<file path="src/verilog/hle_params.svh">
`ifndef HLE_PARAMS_SVH
`define HLE_PARAMS_SVH
`define HLE_AW            8
`define HLE_CTRL_OFS      8'h00
`define HLE_CMD_OFS       8'h04
`define HLE_MAIN_STAT_OFS 8'h20
`define HLE_EXT_STAT_OFS  8'h24
`define HLE_MAIN_CLR_OFS  8'h28
`define HLE_EXT_CLR_OFS   8'h2c
`define HLE_MAIN_EN_OFS   8'h30
`define HLE_EXT_EN_OFS    8'h34
`define HLE_CTRL_AUTO     0
`define HLE_CMD_ACK       7
`define HLE_CMD_TRANSP    3
`define HLE_CMD_IFRAME    2
`define HLE_CMD_CLOSE     1
`define HLE_MS_MSG_END    7
`define HLE_MS_POOL_FULL  6
`define HLE_MS_STAT_CHG   5
`define HLE_MS_TX_READY   4
`define HLE_MS_TIMER      3
`define HLE_XS_REPEAT     7
`define HLE_XS_UNDERRUN   6
`define HLE_XS_PROTO      5
`define HLE_XS_OVERFLOW   4
`define HLE_RESP_OKAY     2'b00
`define HLE_RESP_SLVERR   2'b10
`endif

</file>
<file path="src/verilog/hle_pkg.sv">
package hle_pkg;
    typedef enum logic [2:0] {
        TX_IDLE     = 3'b001,
        TX_ACTIVE   = 3'b010,
        TX_WAIT_ACK = 3'b100
    } hle_tx_e;
    typedef logic [7:0] hle_byte_t;
endpackage : hle_pkg

</file>
<file path="src/verilog/hle_reg_if.sv">
`timescale 1ns/100ps
interface hle_reg_if;
    logic                wrEn;
    logic [7:0]          wrAddr;
    logic [31:0]         wrData;
    logic [3:0]          wrStrb;
    logic                wrHit;
    logic                rdEn;
    logic [7:0]          rdAddr;
    logic [31:0]         rdData;
    logic                rdHit;
    modport bus  (output wrEn, wrAddr, wrData, wrStrb, rdEn, rdAddr,
                  input  wrHit, rdData, rdHit);
    modport regs (input  wrEn, wrAddr, wrData, wrStrb, rdEn, rdAddr,
                  output wrHit, rdData, rdHit);
endinterface : hle_reg_if

</file>
<file path="src/verilog/hle_axil_slave.sv">
`timescale 1ns/100ps
`include "hle_params.svh"
module hle_axil_slave (
    input  wire logic        clk,
    input  wire logic        rstn,
    input  wire logic [7:0]  awaddr,
    input  wire logic        awvalid,
    output logic             awready,
    input  wire logic [31:0] wdata,
    input  wire logic [3:0]  wstrb,
    input  wire logic        wvalid,
    output logic             wready,
    output logic [1:0]       bresp,
    output logic             bvalid,
    input  wire logic        bready,
    input  wire logic [7:0]  araddr,
    input  wire logic        arvalid,
    output logic             arready,
    output logic [31:0]      rdata,
    output logic [1:0]       rresp,
    output logic             rvalid,
    input  wire logic        rready,
    hle_reg_if.bus           rif
);
    logic        awHeld_q, awHeld_d, wHeld_q, wHeld_d;
    logic [7:0]  awAddr_q, awAddr_d;
    logic [31:0] wData_q, wData_d, rData_q, rData_d;
    logic [3:0]  wStrb_q, wStrb_d;
    logic        bValid_q, bValid_d, rValid_q, rValid_d;
    logic [1:0]  bResp_q, bResp_d, rResp_q, rResp_d;
    logic        awGot, wGot;

    assign awready = !awHeld_q && !bValid_q;
    assign wready  = !wHeld_q && !bValid_q;
    assign arready = !rValid_q;
    assign bvalid  = bValid_q;
    assign bresp   = bResp_q;
    assign rvalid  = rValid_q;
    assign rdata   = rData_q;
    assign rresp   = rResp_q;

    always_comb begin
        awGot      = awHeld_q || (awvalid && awready);
        wGot       = wHeld_q || (wvalid && wready);
        awAddr_d   = awHeld_q ? awAddr_q : awaddr;
        wData_d    = wHeld_q ? wData_q : wdata;
        wStrb_d    = wHeld_q ? wStrb_q : wstrb;
        rif.wrEn   = awGot && wGot && !bValid_q;
        rif.wrAddr = awAddr_d;
        rif.wrData = wData_d;
        rif.wrStrb = wStrb_d;
        awHeld_d   = awGot && !rif.wrEn;
        wHeld_d    = wGot && !rif.wrEn;
        bValid_d   = rif.wrEn || (bValid_q && !bready);
        bResp_d    = bResp_q;
        if (rif.wrEn) begin
            bResp_d = rif.wrHit ? `HLE_RESP_OKAY : `HLE_RESP_SLVERR;
        end
        rif.rdEn   = arvalid && arready;
        rif.rdAddr = araddr;
        rValid_d   = rif.rdEn || (rValid_q && !rready);
        rData_d    = rData_q;
        rResp_d    = rResp_q;
        if (rif.rdEn) begin
            rData_d = rif.rdHit ? rif.rdData : 32'h0000_0000;
            rResp_d = rif.rdHit ? `HLE_RESP_OKAY : `HLE_RESP_SLVERR;
        end
    end

    always_ff @(posedge clk or negedge rstn) begin
        if (!rstn) begin
            awHeld_q <= 1'b0;
            wHeld_q  <= 1'b0;
            awAddr_q <= 8'h00;
            wData_q  <= 32'h0000_0000;
            wStrb_q  <= 4'h0;
            bValid_q <= 1'b0;
            bResp_q  <= 2'h0;
            rValid_q <= 1'b0;
            rData_q  <= 32'h0000_0000;
            rResp_q  <= 2'h0;
        end else begin
            awHeld_q <= awHeld_d;
            wHeld_q  <= wHeld_d;
            awAddr_q <= awAddr_d;
            wData_q  <= wData_d;
            wStrb_q  <= wStrb_d;
            bValid_q <= bValid_d;
            bResp_q  <= bResp_d;
            rValid_q <= rValid_d;
            rData_q  <= rData_d;
            rResp_q  <= rResp_d;
        end
    end
endmodule : hle_axil_slave

</file>
<file path="src/verilog/hle_status_reg.sv">
`timescale 1ns/100ps
module hle_status_reg (
    input  wire logic       clk,
    input  wire logic       rstn,
    input  wire logic [7:0] setBits,
    input  wire logic       clrWr,
    input  wire logic [7:0] clrBits,
    input  wire logic       enWr,
    input  wire logic [7:0] enBits,
    output logic [7:0]      status,
    output logic [7:0]      enable,
    output logic            irq
);
    logic [7:0] stat_q, stat_d, en_q, en_d;

    always_comb begin
        // Set wins over a clear in the same cycle
        stat_d = (stat_q & ~(clrWr ? clrBits : 8'h00)) | setBits;
        en_d   = enWr ? enBits : en_q;
    end

    always_ff @(posedge clk or negedge rstn) begin
        if (!rstn) begin
            stat_q <= 8'h00;
            en_q   <= 8'h00;
        end else begin
            stat_q <= stat_d;
            en_q   <= en_d;
        end
    end

    assign status = stat_q;
    assign enable = en_q;
    assign irq    = |(stat_q & en_q);
endmodule : hle_status_reg

</file>
<file path="src/verilog/hle_event_ctrl.sv">
// Local design decision: the AXI4-Lite interface to the registers.
`timescale 1ns/100ps
`include "hle_params.svh"
module hle_event_ctrl (
    input  wire logic        clk,
    input  wire logic        rstn,
    input  wire logic [7:0]  awaddr,
    input  wire logic        awvalid,
    output logic             awready,
    input  wire logic [31:0] wdata,
    input  wire logic [3:0]  wstrb,
    input  wire logic        wvalid,
    output logic             wready,
    output logic [1:0]       bresp,
    output logic             bvalid,
    input  wire logic        bready,
    input  wire logic [7:0]  araddr,
    input  wire logic        arvalid,
    output logic             arready,
    output logic [31:0]      rdata,
    output logic [1:0]       rresp,
    output logic             rvalid,
    input  wire logic        rready,
    input  wire logic        rxBlockReady,
    input  wire logic        rxFrameEnd,
    input  wire logic        rxFrameDiscard,
    input  wire logic        rxBadNr,
    input  wire logic        rxSWithIField,
    input  wire logic        rxINotCommand,
    input  wire logic        rxSUndefCtrl,
    input  wire logic        rxPeerStatusChg,
    input  wire logic        txPoolFree,
    input  wire logic        txFifoEmpty,
    input  wire logic        txFrameDone,
    input  wire logic        txError,
    input  wire logic        peerNak,
    input  wire logic        peerSAck,
    input  wire logic        extTimerExpired,
    input  wire logic        t200Expired,
    input  wire logic        n200Expired,
    output logic             rxAckPulse,
    output logic             txStartPulse,
    output logic             txAbortPulse,
    output logic             autoMode,
    output logic             irq
);
    hle_reg_if rif ();

    hle_axil_slave u_bus (
        .clk     (clk),
        .rstn    (rstn),
        .awaddr  (awaddr),
        .awvalid (awvalid),
        .awready (awready),
        .wdata   (wdata),
        .wstrb   (wstrb),
        .wvalid  (wvalid),
        .wready  (wready),
        .bresp   (bresp),
        .bvalid  (bvalid),
        .bready  (bready),
        .araddr  (araddr),
        .arvalid (arvalid),
        .arready (arready),
        .rdata   (rdata),
        .rresp   (rresp),
        .rvalid  (rvalid),
        .rready  (rready),
        .rif     (rif)
    );

    function automatic logic wrAt(input logic [7:0] ofs);
        wrAt = rif.wrEn && rif.wrStrb[0] && (rif.wrAddr == ofs);
    endfunction : wrAt

    logic [7:0]      mainSet, extSet, mainStat, extStat, mainEn, extEn;
    logic            mainIrq, extIrq, mainClrWr, extClrWr, mainEnWr, extEnWr;
    hle_pkg::hle_tx_e txState_q, txState_d;
    logic            auto_q, auto_d;
    logic            close_q, close_d;
    logic            poolFree_q;
    logic            rxHold_q, rxHold_d;
    logic            pendPf_q, pendPf_d, pendMe_q, pendMe_d;
    logic            ack_q, ack_d, start_q, start_d, abort_q, abort_d;
    logic            cmdWr, ackCmd, txCmd, underrun, poolRise;
    logic            wantPf, wantMe, canReport, rpfSet, rmeSet;
    hle_pkg::hle_byte_t cmdByte;

    hle_status_reg u_main (
        .clk     (clk),
        .rstn    (rstn),
        .setBits (mainSet),
        .clrWr   (mainClrWr),
        .clrBits (rif.wrData[7:0]),
        .enWr    (mainEnWr),
        .enBits  (rif.wrData[7:0]),
        .status  (mainStat),
        .enable  (mainEn),
        .irq     (mainIrq)
    );

    hle_status_reg u_ext (
        .clk     (clk),
        .rstn    (rstn),
        .setBits (extSet),
        .clrWr   (extClrWr),
        .clrBits (rif.wrData[7:0]),
        .enWr    (extEnWr),
        .enBits  (rif.wrData[7:0]),
        .status  (extStat),
        .enable  (extEn),
        .irq     (extIrq)
    );

    always_comb begin
        rif.wrHit = 1'b0;
        case (rif.wrAddr)
            `HLE_CTRL_OFS, `HLE_CMD_OFS, `HLE_MAIN_CLR_OFS, `HLE_EXT_CLR_OFS,
            `HLE_MAIN_EN_OFS, `HLE_EXT_EN_OFS: rif.wrHit = 1'b1;
            default: rif.wrHit = 1'b0;
        endcase
        rif.rdHit  = 1'b1;
        rif.rdData = 32'h0000_0000;
        case (rif.rdAddr)
            `HLE_CTRL_OFS:      rif.rdData = {31'h0000_0000, auto_q};
            `HLE_MAIN_STAT_OFS: rif.rdData = {24'h00_0000, mainStat};
            `HLE_EXT_STAT_OFS:  rif.rdData = {24'h00_0000, extStat};
            `HLE_MAIN_EN_OFS:   rif.rdData = {24'h00_0000, mainEn};
            `HLE_EXT_EN_OFS:    rif.rdData = {24'h00_0000, extEn};
            // Command and clear registers are write-only and read zero
            `HLE_CMD_OFS, `HLE_MAIN_CLR_OFS, `HLE_EXT_CLR_OFS: rif.rdData = 32'h0000_0000;
            default:            rif.rdHit = 1'b0;
        endcase
    end

    always_comb begin
        cmdWr   = wrAt(`HLE_CMD_OFS);
        mainClrWr = wrAt(`HLE_MAIN_CLR_OFS);
        extClrWr  = wrAt(`HLE_EXT_CLR_OFS);
        mainEnWr  = wrAt(`HLE_MAIN_EN_OFS);
        extEnWr   = wrAt(`HLE_EXT_EN_OFS);
        cmdByte = rif.wrData[7:0];
        ackCmd  = cmdWr && cmdByte[`HLE_CMD_ACK];
        txCmd   = cmdWr && (cmdByte[`HLE_CMD_IFRAME] || cmdByte[`HLE_CMD_TRANSP]);
        auto_d  = wrAt(`HLE_CTRL_OFS) ? rif.wrData[`HLE_CTRL_AUTO] : auto_q;

        // A second pool may fill before the host acknowledges the first:
        // its report is held back until the acknowledge command.
        canReport = !rxHold_q || ackCmd;
        wantPf    = rxBlockReady || pendPf_q;
        wantMe    = rxFrameEnd || pendMe_q;
        rpfSet    = canReport && wantPf;
        rmeSet    = canReport && !wantPf && wantMe;
        pendPf_d  = wantPf && !rpfSet;
        pendMe_d  = wantMe && !rmeSet;
        rxHold_d  = rpfSet || rmeSet || (rxHold_q && !ackCmd);
        ack_d     = ackCmd;

        poolRise  = txPoolFree && !poolFree_q;
        underrun  = (txState_q == hle_pkg::TX_ACTIVE) && txFifoEmpty && !close_q;
        txState_d = txState_q;
        close_d   = close_q;
        start_d   = txCmd;
        abort_d   = 1'b0;
        case (txState_q)
            hle_pkg::TX_IDLE: begin
                if (txCmd) begin
                    txState_d = hle_pkg::TX_ACTIVE;
                    close_d   = cmdByte[`HLE_CMD_CLOSE];
                end
            end
            hle_pkg::TX_ACTIVE: begin
                if (txCmd) begin
                    close_d = cmdByte[`HLE_CMD_CLOSE];
                end else if (underrun) begin
                    abort_d   = 1'b1;
                    txState_d = hle_pkg::TX_IDLE;
                    close_d   = 1'b0;
                end else if (txFrameDone) begin
                    // Closed I frame in auto mode waits for the peer's S frame
                    txState_d = (auto_q && close_q) ? hle_pkg::TX_WAIT_ACK
                                                    : hle_pkg::TX_IDLE;
                    close_d   = 1'b0;
                end
            end
            hle_pkg::TX_WAIT_ACK: begin
                if (peerSAck) begin
                    txState_d = hle_pkg::TX_IDLE;
                end
            end
            default: begin
                txState_d = hle_pkg::TX_IDLE;
                close_d   = 1'b0;
            end
        endcase

        mainSet = 8'h00;
        mainSet[`HLE_MS_POOL_FULL] = rpfSet;
        mainSet[`HLE_MS_MSG_END]   = rmeSet;
        mainSet[`HLE_MS_TX_READY]  =
            (poolRise && txState_q != hle_pkg::TX_WAIT_ACK)
            || (txState_q == hle_pkg::TX_WAIT_ACK && peerSAck);
        mainSet[`HLE_MS_STAT_CHG]  = auto_q && rxPeerStatusChg;
        mainSet[`HLE_MS_TIMER]     = extTimerExpired
            || (auto_q && t200Expired && n200Expired);
        extSet = 8'h00;
        extSet[`HLE_XS_OVERFLOW] = rxFrameDiscard;
        extSet[`HLE_XS_PROTO]    = rxBadNr || rxINotCommand || rxSUndefCtrl
            || (auto_q && rxSWithIField);
        extSet[`HLE_XS_REPEAT]   = txError || (auto_q && peerNak);
        extSet[`HLE_XS_UNDERRUN] = underrun;
    end

    always_ff @(posedge clk or negedge rstn) begin
        if (!rstn) begin
            txState_q  <= hle_pkg::TX_IDLE;
            auto_q     <= 1'b0;
            close_q    <= 1'b0;
            poolFree_q <= 1'b0;
            rxHold_q   <= 1'b0;
            pendPf_q   <= 1'b0;
            pendMe_q   <= 1'b0;
            ack_q      <= 1'b0;
            start_q    <= 1'b0;
            abort_q    <= 1'b0;
        end else begin
            txState_q  <= txState_d;
            auto_q     <= auto_d;
            close_q    <= close_d;
            poolFree_q <= txPoolFree;
            rxHold_q   <= rxHold_d;
            pendPf_q   <= pendPf_d;
            pendMe_q   <= pendMe_d;
            ack_q      <= ack_d;
            start_q    <= start_d;
            abort_q    <= abort_d;
        end
    end

    assign rxAckPulse   = ack_q;
    assign txStartPulse = start_q;
    assign txAbortPulse = abort_q;
    assign autoMode     = auto_q;
    assign irq          = mainIrq || extIrq;
    property p_pool_full;
        @(posedge clk) disable iff (!rstn)
        rxBlockReady && !rxHold_q |=> mainStat[`HLE_MS_POOL_FULL] && rxHold_q;
    endproperty
    a_pool_full: assert property (p_pool_full)
        else $error("pool-full not raised");
    property p_msg_end;
        @(posedge clk) disable iff (!rstn)
        rxFrameEnd && !rxBlockReady && !rxHold_q && !pendPf_q
            |=> mainStat[`HLE_MS_MSG_END];
    endproperty
    a_msg_end: assert property (p_msg_end)
        else $error("message-end not raised");
    property p_overflow;
        @(posedge clk) disable iff (!rstn)
        rxFrameDiscard |=> extStat[`HLE_XS_OVERFLOW];
    endproperty
    a_overflow: assert property (p_overflow)
        else $error("overflow not raised");
    property p_proto;
        @(posedge clk) disable iff (!rstn)
        rxSWithIField && !auto_q && !rxBadNr && !rxINotCommand && !rxSUndefCtrl
            && !extStat[`HLE_XS_PROTO] |=> !extStat[`HLE_XS_PROTO];
    endproperty
    a_proto: assert property (p_proto)
        else $error("protocol error raised outside auto mode");
    property p_tx_ready;
        @(posedge clk) disable iff (!rstn)
        $rose(txPoolFree) && txState_q == hle_pkg::TX_IDLE
            |-> ##1 mainStat[`HLE_MS_TX_READY];
    endproperty
    a_tx_ready: assert property (p_tx_ready)
        else $error("pool-ready not raised");
    property p_wait_ack;
        @(posedge clk) disable iff (!rstn)
        txState_q == hle_pkg::TX_WAIT_ACK && !peerSAck && !mainStat[`HLE_MS_TX_READY]
            |=> !mainStat[`HLE_MS_TX_READY];
    endproperty
    a_wait_ack: assert property (p_wait_ack)
        else $error("pool-ready before peer ack");
    property p_repeat;
        @(posedge clk) disable iff (!rstn)
        auto_q && peerNak |=> extStat[`HLE_XS_REPEAT];
    endproperty
    a_repeat: assert property (p_repeat)
        else $error("repeat not raised");
    property p_underrun;
        @(posedge clk) disable iff (!rstn)
        underrun |=> txAbortPulse && extStat[`HLE_XS_UNDERRUN]
            && txState_q == hle_pkg::TX_IDLE;
    endproperty
    a_underrun: assert property (p_underrun)
        else $error("underrun not handled");
    property p_stat_chg;
        @(posedge clk) disable iff (!rstn)
        !auto_q && !mainStat[`HLE_MS_STAT_CHG] |=> !mainStat[`HLE_MS_STAT_CHG];
    endproperty
    a_stat_chg: assert property (p_stat_chg)
        else $error("status change outside auto mode");
    property p_timer;
        @(posedge clk) disable iff (!rstn)
        auto_q && t200Expired && n200Expired |=> mainStat[`HLE_MS_TIMER];
    endproperty
    a_timer: assert property (p_timer)
        else $error("timer event not raised");
    property p_sticky;
        @(posedge clk) disable iff (!rstn)
        (mainStat[`HLE_MS_TIMER] && mainEn[`HLE_MS_TIMER])
            && !(mainClrWr && rif.wrData[`HLE_MS_TIMER])
            |=> mainStat[`HLE_MS_TIMER] && irq;
    endproperty
    a_sticky: assert property (p_sticky)
        else $error("flag or interrupt dropped");
endmodule : hle_event_ctrl

</file>
<file path="config.mk">
export PLATFORM = sky130hd
export DESIGN_NAME = hle_event_ctrl
export DESIGN_NICKNAME = d
export VERILOG_FILES = /design/src/verilog/hle_pkg.sv /design/src/verilog/hle_reg_if.sv /design/src/verilog/hle_axil_slave.sv /design/src/verilog/hle_status_reg.sv /design/src/verilog/hle_event_ctrl.sv
export VERILOG_INCLUDE_DIRS = /design/src /design/src/verilog
export SDC_FILE = /design/constraint.sdc
export NUM_CORES = 1
export LEC_CHECK = 0
export ABC_AREA = 1
export BUFFER_PORTS_ARGS = -buffer_cell sky130_fd_sc_hd__buf_2
export CAP_MARGIN = 20
export CORE_ASPECT_RATIO = 0.7
export CORE_MARGIN = 5
export CORE_UTILIZATION = 50
export DETAILED_ROUTE_END_ITERATION = 7
export MAX_ROUTING_LAYER = met4
export PLACE_DENSITY = 0.91
export SLEW_MARGIN = 20
export SYNTH_ARGS = -nofsm -noshare
export SYNTH_HDL_FRONTEND = slang
export SYNTH_SLANG_ARGS = --single-unit
</file>
<file path="constraint.sdc">
create_clock -name clk -period 1.9 [get_ports clk]
set_input_delay 0.095 -clock clk [delete_from_list [all_inputs] [get_ports clk]]
set_output_delay 0.095 -clock clk [all_outputs]
set_load 0.1 [all_outputs]
</file>
* Word level (Yosys, flattened, before mapping)
Index checks and enable logic that the tools add are counted.
Cells by class: divide/modulo/power cells 0, shifts and indexed selects 0, equal/unequal tests 21, muxes and demuxes 26, $add $sub $neg 0, reductions and logical operators 76, magnitude comparators 0, multiply operators 0, bitwise operators 9
Operators by type and width (count):
- 8-bit by 6-bit == test with 1-bit output, second input constant | 10
- 8-bit 2-to-1 mux | 5
- 8-bit one-hot mux with 5 select lines | 1
- 1-bit logical AND | 37
- 8-bit bitwise AND | 4
- 8-bit OR reduction | 3
- 3-bit 2-to-1 mux | 6
- 1-bit logical OR | 17
- 8-bit by 3-bit == test with 1-bit output, second input constant | 2
- 8-bit zero test | 2
- 8-bit NOT | 2
- 8-bit OR | 2
- 1-bit zero test | 14
- 1-bit 2-to-1 mux | 10
- 3-bit one-hot mux with 3 select lines | 1
- 2-bit != test, second input constant | 3
- 3-bit != test, second input constant | 2
- 6-bit OR reduction | 1
- 2-bit 2-to-1 mux | 2
- 4-bit != test, second input constant | 1
- 4-bit AND reduction | 1
- 3-bit by 1-bit == test with 1-bit output, second input constant | 1
- 3-bit by 2-bit == test with 1-bit output, second input constant | 1
- 3-bit == test, second input constant | 1
- other kinds (3) | 3
Word-level totals: RAM bits 0, memories 0, register bits 101, output and inout port bits 46, input port bits 76, latch bits 0, ROM bits 0, word-level logic and storage cells 156

* Depth between registers and ports, before layout
depth in word-level cells 14, mapped depth 13

* Hierarchy
From an unflattened synthesis, not the netlist that was laid out.
Second synthesis, totals: cell total of the unflattened synthesis 609, area total of the unflattened synthesis 5698.0 µm²
By module, submodules not included:
- hle_axil_slave | area an instance 3218.1 µm², sequential area each 2052.0 µm², times used 1, cells each 286
- hle_status_reg | area an instance 663.1 µm², sequential area each 400.4 µm², times used 2, cells each 73
- hle_event_ctrl | area an instance 1153.6 µm², sequential area each 301.5 µm², times used 1, cells each 177

* Worst setup path before layout
No wires, ideal clock.
path kind reg2reg, from reg u_bus.rValid_q (netlist: u_bus.rvalid), to reg u_bus.rValid_q (netlist: u_bus.rvalid), arrival time 2.180 ns, clock period less this slack 2.340 ns, stages on the path, launching flop included 5, setup time 0.161 ns, path slack -0.440 ns, data required time 1.739 ns, cell sequence dfrtp_1 -> inv_1 -> nand2_1 -> clkbuf_1 -> o21ai_0
Between the ends: longest elaborated chain between the ends 3, elaborated cells between the ends (all ways) 4, those cells by class reduce/logical: 4
Ends and longest elaborated chain:
- start: declaration | line hle_axil_slave.sv:29 | logic bValid_q, bValid_d, rValid_q, rValid_d;
- start signal: assignment | line hle_axil_slave.sv:90 | rValid_q <= rValid_d;
- 1-bit zero test | line hle_axil_slave.sv:35 | assign arready = !rValid_q;
- named net arready | line hle_event_ctrl.sv:19 | output logic arready,
- 1-bit logical AND | line hle_axil_slave.sv:59 | rif.rdEn = arvalid && arready;
- 1-bit logical OR | line hle_axil_slave.sv:61 | rValid_d = rif.rdEn || (rValid_q && !rready);
- named net u_bus.rValid_d | line hle_axil_slave.sv:29
The timed path passes the listed nets, and every way through them passes these cells. A chain may end at the register's enable or synchronous reset.

* Worst setup path in the final report
from reg u_bus.awHeld_q, to reg u_main.stat_q[7] (netlist: u_main.status[7])
Between the ends: longest elaborated chain between the ends 13, elaborated cells between the ends (all ways) 20, those cells by class eq/ne: 2; mux: 2; bitwise: 3; reduce/logical: 13
Ends and longest elaborated chain:
- start: declaration | line hle_axil_slave.sv:25 | logic awHeld_q, awHeld_d, wHeld_q, wHeld_d;
- start signal: assignment | line hle_axil_slave.sv:83 | awHeld_q <= awHeld_d;
- 1-bit zero test | line hle_axil_slave.sv:33 | assign awready = !awHeld_q && !bValid_q;
- 1-bit logical AND | line hle_axil_slave.sv:33
- 1-bit logical AND | line hle_axil_slave.sv:43 | awGot = awHeld_q || (awvalid && awready);
- 1-bit logical OR | line hle_axil_slave.sv:43
- 1-bit logical AND (2 in series) | line hle_axil_slave.sv:48 | rif.wrEn = awGot && wGot && !bValid_q;
- 1-bit logical AND (2 in series) | line hle_event_ctrl.sv:73 | wrAt = rif.wrEn && rif.wrStrb[0] && (rif.wrAddr == ofs);
- 1-bit logical AND | line hle_event_ctrl.sv:143 | ackCmd = cmdWr && cmdByte[`HLE_CMD_ACK];
- 1-bit logical OR | line hle_event_ctrl.sv:149 | canReport = !rxHold_q || ackCmd;
- 1-bit logical AND (2 in series) | line hle_event_ctrl.sv:153 | rmeSet = canReport && !wantPf && wantMe;
- 8-bit OR * | line hle_status_reg.sv:18 | stat_d = (stat_q & ~(clrWr ? clrBits : 8'h00)) | setBits;
- named net u_main.stat_d[7] | line hle_status_reg.sv:14 | logic [7:0] stat_q, stat_d, en_q, en_d;
- end signal: assignment | line hle_status_reg.sv:27 | stat_q <= stat_d;
- end: declaration | line hle_status_reg.sv:14
Mark *: on every way through the listed nets, which the timed path passes. The rest lies on a longest branch.

==> metrics.txt <==
Post-DP Area between 4000 and 5000 um2; simple-gate share of the synthesized area a little under a quarter; setup ws final 0.0837 ns; initial antenna violation count 0; first-pass GRT wire length 15,600 um; drt first pass iters 5; synthesized cell area between 3000 and 4000 um2; overall routed net length between 9000 and 10,000 um; Reg2Reg Depth 7; Die Y roughly 83 um; Hold Path Depth 3; Hold Crit Start awaddr[6]; Mapped Cells 475; number of global-route vias before repair between 3,000 and 4,000; Crit Reg-Reg Startpoint u_bus.awHeld_q; largest family of logic cells by synthesized area simple AND/OR/NAND/NOR gates; GRT overflow 0; share of cells above drive strength 1 22.3%; CP cell instances buf_4, nand2_1, nand2_4, nor3_2, nand3_2, o21ai_0, nand2_1; library cells used by synthesis 34; most frequent cells in the layout 127 x nand2_1, 72 x inv_1, 70 x dfrtp_1; XOR/XNOR Fraction of Synth Area 0%; gp weighted congestion between 0.8 and 0.9; Area growth, synth to finish 21.4%; pwr dens 1250 nW/um2; Layout Cell Area excl Fill between 4000 and 5000 um2; max_cap viols 0; crit path launch type register; end of the worst hold path u_bus.awAddr_q[6]; # rows 26; Clock Pin Slew Worst Setup and Hold Paths about 0.08 ns; most area-hungry cell type in the Yosys netlist dfrtp_1; Worst Setup End Kind register; DRT antenna net count 0; Worst path max stage delay ~0.44 ns; peak supply drop between 1 and 1.5 mV; clk_skew 0.00760 ns; CTS Buf Count 9; drt initial violations 186; DP Wirelength between 6000 and 7000 um; Max Buffers Root-to-Sink 2; max_slew headroom roughly 64%; RR Endpoint u_main.status[7]; Synthesis Warnings 0; Final Net Count roughly 650; Total GRT Usage 21.0%; TritonCTS clock tree done; Final Max Tran Viols 0; die span in x about 110 um; arrival time worst endpoint ~2 ns; Setup-failing EPs final 0; core area between 7000 and 8000 um2; CTS H-tree depth 3; latest clock arrival within the worst-skew pair 0.35 ns; top cell type's share of synthesized area 48.7%; wire length per cell around 14 um; area share of fa/ha/maj cells after synthesis 0%; status finished clean; die area 9470 um2; DRC Markers 0; n_diodes 0; Crit path top cell by count nand2_1; RSZ-0062 raised after global routing true; largest net degree at the start of global routing between 40 and 50; final period utilization approximately 96%; CP startpoint u_bus.awHeld_q; Synth Area in Compound Gates about 13%; cell chosen for the clock root clkbuf_8; FF-to-FF setup slack 0.08 ns; Worst Path Required between 2 and 2.5 ns; mux share of post-synthesis cell area 0%; Slowest-stage cell, CP dfrtp_2; sequential share of the synthesized area 49.4%; # IOs 122; worst hold path class in2reg; Period minus WS final between 1.5 and 2 ns; Final Hold Vio Count 0; syn avg cell area between 8 and 9 um2; CP Class reg2reg; Seq cells post-synth between 70 and 80; Initial Utilization between 50% and 60%; DR vias/cell 5.00; top post-synthesis cells by area dfrtp_1 49%, nand2_1 13%, inv_1 7.2%; Port Buffers about 70; hold slack final between 0.02 and 0.025 ns; Fillers 623; CP max FO 12; Max Freq ~550 MHz; Vias roughly 3,400; Worst Tran Pin Value 0.542 ns; P_leak between 2 and 2.5 nW; CTS Sinks 75; pre-CTS setup slack 0.0699 ns; commonest non-fill, non-tap cell in the layout nand2_1
-- cell usage after synthesis, drive strengths merged --
library cell / number
nand2: 134
inv: 76
dfrtp: 74
o21ai: 54
buf: 31
nor2: 27
nand3: 17
a21oi: 15
o22ai: 15
nor3: 8
or2: 6
nand4: 4
nand3b: 3
nor4: 2
a2111oi: 1
a21o: 1
a31oi: 1
clkbuf: 1
clkinv: 1
conb: 1
dfstp: 1
o21a: 1
o21bai: 1
-- logic make-up (layout without fill, tap and decap cells) --
kind of cell | after synthesis | after routing
compound gates | 89 | 89
buf+inv | 109 | 187
flops | 75 | 75
other cells | 1 | 26
simple gates | 201 | 201
-- worst max-delay path by stage --
stage                                   to  slack (ns)  cells after the start
final                     u_main.status[7]        0.08                      7
after global placement    u_main.enable[6]        0.12                      8
after detailed placement   u_ext.status[5]        0.07                      7
after floorplan                    awready       -0.13                      1
after global routing      u_main.enable[7]       -0.06                      9
after CTS                  u_ext.status[5]        0.03                      7
-- state kept, by name, summed over array words and instances (netlist names), 3 cells and up --
name,count
txState_q,3
u_bus.awAddr_q,8
u_bus.rdata,8
u_bus.wData_q,8
u_ext.enable,8
u_ext.status,8
u_main.enable,8
u_main.status,8
-- metal layers --
layer | up-vias | GRT usage (%) | part of all wire (%) | routed length [um]
met5 | - | - | 0 | 0
met4 | 0 | 6.90 | 1.8 | 172
met2 | 118 | 32.9 | 47 | 4370
met1 | 1584 | 27.3 | 44 | 4120
li1 | 1656 | - | - | -
met3 | 21 | 4.43 | 7.0 | 649
-- report_power, final --
part	switching, mW	internal, mW	total (mW)
clock network	0.599	0.601	1.20
registers	0.168	1.91	2.08
logic	1.92	0.548	2.47
-- through the flow --
stage | TNS (ns) | power, mW | std cells | util (%)
after floorplan | -0.264 | 4.02 | 500 | -
after global placement | 0 | 4.39 | 640 | 56.8
after detailed placement | 0 | 4.47 | 640 | 56.8
after CTS | 0 | 5.70 | 675 | 62.0
after global routing | -0.392 | 6.08 | 676 | 62.8
final | 0 | 5.75 | 676 | 62.8
-- area by class of cell --
| class | instances | area [um2] | area share [%] |
|---|---|---|---|
| Clock buffer | 9 | 124 | 2.68 |
| Multi-Input combinational cell | 316 | 1510 | 32.7 |
| Timing Repair Buffer | 94 | 608 | 13.2 |
| Sequential cell | 75 | 1890 | 40.9 |
| Tap cell | 98 | 123 | 2.66 |
| Clock inverter | 7 | 68.8 | 1.49 |
| Inverter | 77 | 295 | 6.40 |
-- critical path, delay by kind of cell, from the launching register on --
| family | cells | cell delay [ns] |
|---|---|---|
| simple gates | 5 | 0.83 |
| flops | 1 | 0.44 |
| compound gates | 1 | 0.23 |
| buf+inv | 1 | 0.19 |
-- timing repair --
action / CTS / global route
buffers inserted: 0 / 1
endpoints found under the setup margin: 0 / 37
resized for setup: 0 / 10
endpoints found under the hold margin: 36 / 0
hold buffers: 19 / 0
Power figures use the tool's default switching activity.
